==> src/common/bie_pkg.sv <==
// constants, types and decode helpers for the branch and increment executor
// assumes 16-bit program words and a 12-bit data address space
package bie_pkg;

	localparam int WORD_W  = 16;
	localparam int DATA_W  = 8;
	localparam int FADDR_W = 8;
	localparam int ADDR_W  = 12;
	localparam int BSR_W   = 4;
	localparam int PC_W    = 21;
	localparam int LIT_W   = 20;
	localparam int LITLO_W = 8;
	localparam int LITHI_W = 12;

	// operand field positions
	localparam int DEST_BIT = 9;
	localparam int BANK_BIT = 8;

	// opcode patterns
	localparam logic [7:0] BRANCH_W1_OP = 8'hEF;
	localparam logic [3:0] BRANCH_W2_NIB = 4'hF;
	localparam logic [5:0] INC_OP       = 6'h0A;
	localparam logic [5:0] INCSZ_OP     = 6'h0F;
	localparam logic [5:0] INCSNZ_OP    = 6'h12;
	localparam logic [3:0] MOVE2_NIB    = 4'hC;
	localparam logic [6:0] CALL_OP7     = 7'h76;
	localparam logic [9:0] LOADPTR_OP10 = 10'h3B8;

	// data addressing
	localparam logic [7:0] ACCESS_SPLIT    = 8'h60;
	localparam logic [7:0] INDEXED_MAX     = 8'h5F;
	localparam logic [3:0] ACCESS_SFR_BANK = 4'hF;
	localparam logic [3:0] ACCESS_LOW_BANK = 4'h0;

	// program counter
	localparam logic [20:0] PC_RESET = 21'h000000;
	localparam logic [20:0] PC_STEP  = 21'h000002;

	// quarter phases of one instruction cycle
	localparam logic [1:0] PH_Q1 = 2'h0;
	localparam logic [1:0] PH_Q2 = 2'h1;
	localparam logic [1:0] PH_Q3 = 2'h2;
	localparam logic [1:0] PH_Q4 = 2'h3;
	localparam logic [1:0] PH_STEP = 2'h1;

	typedef enum logic [2:0] {
		OP_NONE,
		OP_BRANCH,
		OP_INC,
		OP_INCSZ,
		OP_INCSNZ
	} bie_op_t;

	typedef enum logic [1:0] {
		ST_EXEC,
		ST_SKIP,
		ST_SKIP2,
		ST_BRNOP
	} bie_state_t;

	function automatic bie_op_t decode_op(input logic [15:0] w);
		bie_op_t op;
		op = OP_NONE;
		if (w[15:8] == BRANCH_W1_OP) begin
			op = OP_BRANCH;
		end else if (w[15:10] == INC_OP) begin
			op = OP_INC;
		end else if (w[15:10] == INCSZ_OP) begin
			op = OP_INCSZ;
		end else if (w[15:10] == INCSNZ_OP) begin
			op = OP_INCSNZ;
		end
		return op;
	endfunction

	function automatic logic is_two_word(input logic [15:0] w);
		return (w[15:12] == MOVE2_NIB) || (w[15:9] == CALL_OP7) ||
			(w[15:8] == BRANCH_W1_OP) || (w[15:6] == LOADPTR_OP10);
	endfunction

	function automatic logic [11:0] file_addr(
		input logic [7:0]  f,
		input logic        bank,
		input logic        ext,
		input logic [3:0]  bank_select_register,
		input logic [11:0] base
	);
		logic [11:0] a;
		a = {bank_select_register, f};
		if (!bank) begin
			if (ext && (f <= INDEXED_MAX)) begin
				a = base + {4'h0, f};
			end else if (f < ACCESS_SPLIT) begin
				a = {ACCESS_LOW_BANK, f};
			end else begin
				a = {ACCESS_SFR_BANK, f};
			end
		end
		return a;
	endfunction

endpackage

==> src/rtl/bie_core.sv <==
// execution of absolute branch and the increment family in four phases
// program memory shows the word at O_PC and the word after it each cycle;
// data memory answers a read combinationally while O_DATA_RE is high
//
// Summary of operation
// [RULE1] branch loads 20-bit literal into pc 20:1
// [RULE2] branch decoded from two words, EF then F; the code decodes only the EF word and does not check the F
// [RULE3] branch takes two cycles, second is idle
// [RULE4] increment adds one and updates five flags
// [RULE5] destination bit picks working or file register
// [RULE6] bank bit picks access bank or bank select
// [RULE7] extended set, f at most 95: indexed addressing
// [RULE8] skip-if-zero discards next word, flags unchanged
// [RULE9] skip-if-nonzero discards next word, flags unchanged
// [RULE10] skip executes a no-operation in its place
// [RULE11] skipped two-word instruction costs two idle cycles
// [RULE12] decode, read, process, write in four phases
`timescale 1ns/1ps
module bie_core (
	// clock and reset
	input  wire logic                          I_CLK_SYS,
	input  wire logic                          I_RST,
	// program memory
	input  wire logic [bie_pkg::WORD_W-1:0]    I_INSTR_WORD,
	input  wire logic [bie_pkg::WORD_W-1:0]    I_NEXT_WORD,
	output logic      [bie_pkg::PC_W-1:0]      O_PC,
	// configuration
	input  wire logic                          I_EXT_ISA_EN,
	input  wire logic [bie_pkg::BSR_W-1:0]     I_BANK_SELECT,
	input  wire logic [bie_pkg::ADDR_W-1:0]    I_INDEX_BASE,
	// data memory
	output logic      [bie_pkg::ADDR_W-1:0]    O_DATA_ADDR,
	output logic                               O_DATA_RE,
	input  wire logic [bie_pkg::DATA_W-1:0]    I_DATA_RDATA,
	output logic                               O_DATA_WE,
	output logic      [bie_pkg::DATA_W-1:0]    O_DATA_WDATA,
	// working register
	output logic                               O_W_WE,
	output logic      [bie_pkg::DATA_W-1:0]    O_W_DATA,
	// status flags
	output logic                               O_FLAG_WE,
	output logic                               O_CARRY_FLAG,
	output logic                               O_DIGIT_CARRY_FLAG,
	output logic                               O_NEGATIVE_FLAG,
	output logic                               O_OVERFLOW_FLAG,
	output logic                               O_ZERO_FLAG,
	// sequencing status
	output logic      [1:0]                    O_Q_PHASE,
	output logic                               O_NOP_CYCLE,
	output logic                               O_FOREIGN_OP
);
	import bie_pkg::*;

	logic [1:0]         phase;
	bie_state_t         state;
	bie_state_t         next_state;
	bie_op_t            op;
	logic [WORD_W-1:0]  ir;
	logic               held_two_word;
	logic [LITLO_W-1:0] lit_lo;
	logic [DATA_W-1:0]  operand;
	logic [DATA_W-1:0]  result;
	logic [4:0]         flags;
	logic [PC_W-1:0]    pc;
	logic               nop_cycle;

	logic [DATA_W-1:0]  alu_result;
	logic               alu_c;
	logic               alu_dc;
	logic               alu_n;
	logic               alu_ov;
	logic               alu_z;

	// phase strobes
	wire end_q1 = (phase == PH_Q1);
	wire end_q2 = (phase == PH_Q2);
	wire end_q3 = (phase == PH_Q3);
	wire end_q4 = (phase == PH_Q4);
	wire exec   = (state == ST_EXEC);

	// decode of the word presented in Q1
	wire bie_op_t     dec_op     = exec ? decode_op(I_INSTR_WORD) : OP_NONE;
	wire              dec_family = (dec_op == OP_INC) ||
		(dec_op == OP_INCSZ) || (dec_op == OP_INCSNZ);
	wire [ADDR_W-1:0] dec_addr   = file_addr(I_INSTR_WORD[FADDR_W-1:0],
		I_INSTR_WORD[BANK_BIT], I_EXT_ISA_EN,
		I_BANK_SELECT, I_INDEX_BASE); // [RULE6] [RULE7]

	wire op_family = (op == OP_INC) || (op == OP_INCSZ) || (op == OP_INCSNZ);
	wire to_file   = ir[DEST_BIT];
	wire res_zero  = (result == 8'h00);
	wire take_skip = ((op == OP_INCSZ) && res_zero) || // [RULE8]
		((op == OP_INCSNZ) && !res_zero); // [RULE9]

	// second word supplies literal 19:8, pc bit 0 stays clear
	wire [LIT_W-1:0] branch_lit    = {I_NEXT_WORD[LITHI_W-1:0], lit_lo};
	wire [PC_W-1:0]  branch_target = {branch_lit, 1'b0}; // [RULE1] [RULE2]

	always_comb begin
		next_state = ST_EXEC;
		unique case (state)
			ST_EXEC: begin
				if (op == OP_BRANCH) begin
					next_state = ST_BRNOP; // [RULE3]
				end else if (take_skip) begin
					next_state = ST_SKIP; // [RULE10]
				end
			end
			ST_SKIP: begin
				if (held_two_word) begin
					next_state = ST_SKIP2; // [RULE11]
				end
			end
			ST_SKIP2: next_state = ST_EXEC;
			ST_BRNOP: next_state = ST_EXEC;
		endcase
	end

	// branch idle cycle holds pc: the target is already on the fetch port
	wire [PC_W-1:0] next_pc =
		(exec && (op == OP_BRANCH)) ? branch_target :
		(state == ST_BRNOP) ? pc : PC_W'(pc + PC_STEP);

	bie_inc_alu u_alu (
		.i_operand     (operand),
		.o_result      (alu_result),
		.o_carry       (alu_c),
		.o_digit_carry (alu_dc),
		.o_negative    (alu_n),
		.o_overflow    (alu_ov),
		.o_zero        (alu_z)
	);

	// quarter phase divider, one phase per clock
	always_ff @(posedge I_CLK_SYS or posedge I_RST) begin
		if (I_RST) begin
			phase <= PH_Q1;
		end else begin
			phase <= phase + PH_STEP;
		end
	end

	// Q1 decode; nop cycles only note whether the discarded word is long
	always_ff @(posedge I_CLK_SYS or posedge I_RST) begin
		if (I_RST) begin
			ir            <= 16'h0000;
			op            <= OP_NONE;
			held_two_word <= 1'b0;
			O_FOREIGN_OP  <= 1'b0;
		end else begin
			O_FOREIGN_OP <= 1'b0;
			if (end_q1) begin
				ir            <= I_INSTR_WORD;
				op            <= dec_op; // [RULE12]
				held_two_word <= is_two_word(I_INSTR_WORD); // [RULE11]
				O_FOREIGN_OP  <= exec && (dec_op == OP_NONE);
			end
		end
	end

	// Q2 register read: address goes out at the end of Q1, data back by Q2
	always_ff @(posedge I_CLK_SYS or posedge I_RST) begin
		if (I_RST) begin
			O_DATA_ADDR <= 12'h000;
			O_DATA_RE   <= 1'b0;
			operand     <= 8'h00;
			lit_lo      <= 8'h00;
		end else begin
			O_DATA_RE <= 1'b0;
			if (end_q1 && dec_family) begin
				O_DATA_ADDR <= dec_addr;
				O_DATA_RE   <= 1'b1; // [RULE12]
			end
			if (end_q2) begin
				operand <= I_DATA_RDATA;
				lit_lo  <= ir[LITLO_W-1:0]; // [RULE1]
			end
		end
	end

	// Q3 process data
	always_ff @(posedge I_CLK_SYS or posedge I_RST) begin
		if (I_RST) begin
			result <= 8'h00;
			flags  <= 5'h00;
		end else if (end_q3) begin
			result <= alu_result; // [RULE12]
			flags  <= {alu_c, alu_dc, alu_n, alu_ov, alu_z};
		end
	end

	// Q4 write destination; write strobes stand through the next Q1
	always_ff @(posedge I_CLK_SYS or posedge I_RST) begin
		if (I_RST) begin
			O_DATA_WE    <= 1'b0;
			O_DATA_WDATA <= 8'h00;
			O_W_WE       <= 1'b0;
			O_W_DATA     <= 8'h00;
		end else begin
			O_DATA_WE <= 1'b0;
			O_W_WE    <= 1'b0;
			if (end_q4 && exec && op_family) begin
				O_DATA_WE    <= to_file; // [RULE5]
				O_DATA_WDATA <= result;
				O_W_WE       <= !to_file; // [RULE5]
				O_W_DATA     <= result;
			end
		end
	end

	// only the plain increment touches flags; skips and branch leave them
	always_ff @(posedge I_CLK_SYS or posedge I_RST) begin
		if (I_RST) begin
			O_FLAG_WE          <= 1'b0;
			O_CARRY_FLAG       <= 1'b0;
			O_DIGIT_CARRY_FLAG <= 1'b0;
			O_NEGATIVE_FLAG    <= 1'b0;
			O_OVERFLOW_FLAG    <= 1'b0;
			O_ZERO_FLAG        <= 1'b0;
		end else begin
			O_FLAG_WE <= 1'b0;
			if (end_q4 && exec && (op == OP_INC)) begin
				O_FLAG_WE          <= 1'b1; // [RULE4]
				O_CARRY_FLAG       <= flags[4];
				O_DIGIT_CARRY_FLAG <= flags[3];
				O_NEGATIVE_FLAG    <= flags[2];
				O_OVERFLOW_FLAG    <= flags[1];
				O_ZERO_FLAG        <= flags[0];
			end
		end
	end

	// cycle boundary: sequencing state and program counter
	always_ff @(posedge I_CLK_SYS or posedge I_RST) begin
		if (I_RST) begin
			state     <= ST_EXEC;
			pc        <= PC_RESET;
			nop_cycle <= 1'b0;
		end else if (end_q4) begin
			state     <= next_state;
			pc        <= next_pc; // [RULE1]
			nop_cycle <= (next_state != ST_EXEC); // [RULE10]
		end
	end

	assign O_PC        = pc;
	assign O_Q_PHASE   = phase;
	assign O_NOP_CYCLE = nop_cycle;
endmodule

==> src/rtl/bie_inc_alu.sv <==
// incrementer with status flag derivation for the increment family
// purely combinational; the caller registers the result in the process phase
`timescale 1ns/1ps
module bie_inc_alu (
	// operand
	input  wire logic [bie_pkg::DATA_W-1:0] i_operand,
	// result and flags
	output logic      [bie_pkg::DATA_W-1:0] o_result,
	output logic                            o_carry,
	output logic                            o_digit_carry,
	output logic                            o_negative,
	output logic                            o_overflow,
	output logic                            o_zero
);
	import bie_pkg::*;

	logic [DATA_W:0] sum;

	assign sum           = {1'b0, i_operand} + 9'h001;
	assign o_result      = sum[DATA_W-1:0];
	assign o_carry       = sum[DATA_W];
	assign o_digit_carry = (i_operand[3:0] == 4'hF);
	// only 7Fh crosses into the sign bit when adding one
	assign o_overflow    = (i_operand == 8'h7F);
	assign o_negative    = sum[DATA_W-1];
	assign o_zero        = (sum[DATA_W-1:0] == 8'h00);
endmodule

==> config.mk <==
export PLATFORM = sky130hd
export DESIGN_NAME = bie_core
export DESIGN_NICKNAME = d
export VERILOG_FILES = /design/src/common/bie_pkg.sv /design/src/rtl/bie_core.sv /design/src/rtl/bie_inc_alu.sv
export SDC_FILE = /design/constraint.sdc
export NUM_CORES = 1
export LEC_CHECK = 0
export BUFFER_PORTS_ARGS = -buffer_cell sky130_fd_sc_hd__buf_2
export CAP_MARGIN = 20
export CORE_MARGIN = 2
export CORE_UTILIZATION = 45
export CTS_CLUSTER_SIZE = 14
export DETAILED_ROUTE_END_ITERATION = 12
export GPL_ROUTABILITY_DRIVEN = 1
export GPL_TIMING_DRIVEN = 0
export PLACE_DENSITY = 0.69
export SLEW_MARGIN = 10
export SYNTH_ARGS = -nofsm -noshare
export SYNTH_HDL_FRONTEND = slang
export SYNTH_SLANG_ARGS = --single-unit
==> constraint.sdc <==
create_clock -name I_CLK_SYS -period 3.7 [get_ports I_CLK_SYS]
set_input_delay 0.74 -clock I_CLK_SYS [delete_from_list [all_inputs] [get_ports I_CLK_SYS]]
set_output_delay 0.74 -clock I_CLK_SYS [all_outputs]
set_load 0.05 [all_outputs]
==> out/results.ini <==
[detailed_routing]
drt_iter0_markers = 244
vias_per_cell = 5.553
routed_wl_um = 12600
wire_per_inst_um = 15.97
num_vias = 4381
drc = 0
dr.pass1.iters = 5
ant_nets = 0

[global_route]
grt_overflow_total = 0
grt_usage_pct = 20.90
grt_pass1_vias = 4290
grt_pass1_wl_um = 21060
grt_max_degree = 51
antenna_found_initial = 0

[layout]
antenna_cells = 0
drive_above_1_share_pct = 30.05
area_growth_pct = 21.49
final_nets = 718

[logic_synthesis]
yosys_warnings = 0
synth-edff-count = 0
syn_inst = 517
ys_types = 56
syn_nets = 591
synth_seq_cells = 96
synthArstFlopShare_pct = 100.0
yosysSeqAreaShare_pct = 47.09
syn_area_per_cell_um2 = 9.867
syn_area_mm2 = 0.005101
synth_flop_cell = dfrtp_1

[clocking]
clock-sinks = 96
clkTransAtPathRegs_ps = 70
htreeDepth = 3
cts_hold_buf = 0
clk_latency_ps = 340
post_cts_resized = 0
tritoncts = yes
cts_setup_buffers = 0
cts-root-buf = clkbuf_16
numCtsBuffers = 9
clock_path_buffers = 2

[floorplan]
dieArea_mm2 = 0.01220
die_x_um = 110.5
core_mm2 = 0.01094
rows = 38
io_pins = 121
die_y_um = 110.5
start_util_pct = 46.65

[job]
maxCapViolCount = 0

[sta]
finalSetupViolCount = 0
fmaxAchievable_ghz = 0.4218
whs_ps = 424.2
setup_slack_ps = 1329
worst_pin_slew_ps = 806.8
finClkSkew_ps = 4.162
slew_headroom_pct = 45.77
drv_slew = 0
hold_viol = 0
layout_min_cycle_time_ps = 2371
rsz0062_at_grt = no
period_share_pct = 64.07

[placement]
dp_slack_ps = 998.2
gp_congestion = 0.9548
dp_hpwl_um = 9343
port_buffers = 115

[pwr]
p_clk_share_pct = 32.2
switching_power_mw = 1.105
combPwrFrac_pct = 26.4
power.internal_mw = 1.940
switching_share_pct = 36.28
pwr_density_cell_mw_per_mm2 = 491.3
pwr-share-seq_pct = 41.4
p_leak_nw = 2.889
irDropWorstVdd_v = 0.0002526

[worst_setup_path]
worstSetupStartpointType = input pin
crit_type = in -> reg
endpoint_kind = register
required_ps = 3930
critical_path.max_fanout = 4
arrival_ps = 2600

[status]
status = complete, no violations

[worst_hold_path]
hold_class = reg -> reg

[Yosys cell counts, drive strengths merged, types with 6 or more instances]
cell type | count | area, um2
nand3 | 27 | 135.1
xnor2 | 8 | 70.07
a2bb2oi | 6 | 52.55
a21oi | 43 | 215.2
nor2b | 6 | 37.54
a31oi | 8 | 50.05
dfrtp | 96 | 2402
o22ai | 15 | 93.84
nor3 | 7 | 35.03
buf | 18 | 123.9
inv | 21 | 78.83
ha | 14 | 175.2
xor2 | 6 | 52.55
a21o | 7 | 52.55
nand4 | 8 | 50.05
o21ai | 25 | 125.1
nor2 | 36 | 135.1
clkbuf | 14 | 52.55
nand2 | 44 | 165.2
mux2 | 40 | 450.4
and3 | 9 | 56.30
[cell type report]
class | count | area [um2]
Fill cell | 987 | 4738
Multi-Input combinational cell | 367 | 2435
Sequential cell | 96 | 2402
Timing Repair Buffer | 116 | 603.1
Clock buffer | 10 | 239.0
Buffer | 32 | 176.4
Tap cell | 140 | 175.2
Inverter | 22 | 90.09
Clock inverter | 6 | 76.32
[critical path, stage by stage]
cell and delay (ps):
buf_2 120, ha_1 200, inv_1 70, fa_1 400, nor2b_1 250, o31a_1 220, o2111ai_1 170, xor2_1 180
o41ai_1 250
[layer usage]
| metal | wire length [um] | vias up | global-route usage (%) | part of all wire [%] |
|---|---|---|---|---|
| li1 | - | 2117 | - | - |
| met4 | 313 | 0 | 8.583 | 2.5 |
| met3 | 786 | 26 | 3.183 | 6.2 |
| met5 | 0 | - | 0 | 0 |
| met1 | 5632 | 2077 | 27.89 | 45 |
| met2 | 5869 | 161 | 34.15 | 47 |
[power groups by stage]
stage	combinational (mW)	clock, mW	sequential [mW]
6_report	0.804	0.981	1.26
5_1_grt	0.859	1.05	1.28
4_1_cts	0.810	0.997	1.26
3_5_place_dp	0.807	0	1.28
3_3_place_gp	0.791	0	1.27
2_1_floorplan	0.294	0	1.57
[logic make-up after synthesis]
kind of cell | Yosys count | share of synthesized area, %
buf+inv | 54 | 5.175
mux | 44 | 9.615
flops | 96 | 47.09
simple gates | 162 | 15.89
other cells | 1 | 0.07351
fa+ha+maj | 15 | 3.826
xor+xnor | 14 | 2.404
compound gates | 131 | 15.92
[metrics by stage]
stage,utilization [%],cell area [um2],std cells,power [mW],setup TNS (ps)
after floorplan,-,5101,517,1.864,0
after global placement,53.51,5852,772,2.064,-61590
after detailed placement,53.79,5882,773,2.086,0
after CTS,56.67,6197,789,3.066,0
after global routing,56.67,6197,789,3.183,0
final,56.67,6197,789,3.044,0
[final timing paths]
check                                       start                           to  slack (ps)  cells past startpoint
max                               I_INSTR_WORD[0]  O_DATA_ADDR[10]$_DFFE_PP0P_        1330                      9
min                             ir[9]$_DFFE_PP0P_             O_W_WE$_DFF_PP0_         420                      1
max reg2reg                O_Q_PHASE[0]$_DFF_PP0_   O_DATA_ADDR[1]$_DFFE_PP0P_        1530                      8
min reg2reg                     ir[9]$_DFFE_PP0P_             O_W_WE$_DFF_PP0_         420                      1
max in group asynchronous                   I_RST          O_PC[3]$_DFFE_PP0P_        2560                      3
min in group asynchronous                   I_RST          O_DATA_WE$_DFF_PP0_         480                      2
[cell usage in the layout (no fill, tap or decap), types with 4 or more instances in the layout]
| master | instances |
|---|---|
| o22ai_1 | 15 |
| nand3_1 | 27 |
| and3_1 | 9 |
| o21ai_0 | 25 |
| nor3_1 | 7 |
| xnor2_1 | 8 |
| buf_4 | 9 |
| nor2_1 | 36 |
| ha_1 | 14 |
| a21oi_1 | 43 |
| nand3b_1 | 4 |
| dfrtp_1 | 96 |
| nand2_1 | 44 |
| mux2i_1 | 4 |
| clkbuf_16 | 9 |
| buf_2 | 121 |
| o311ai_0 | 4 |
| a2bb2oi_1 | 6 |
| a21o_1 | 7 |
| nor2b_1 | 6 |
| nand2b_1 | 5 |
| inv_1 | 20 |
| nand4_1 | 8 |
| mux2_2 | 40 |
| a31oi_1 | 8 |
| xor2_1 | 6 |
| clkbuf_1 | 14 |
| a211oi_1 | 5 |
[state kept, by name (all words and copies together) (netlist names), 5 cells and up]
signal and count:
operand 8, O_DATA_ADDR 12, ir 9, lit_lo 8, O_PC 20, flags 5
O_W_DATA 8, result 7
Power figures use the tool's default switching activity.
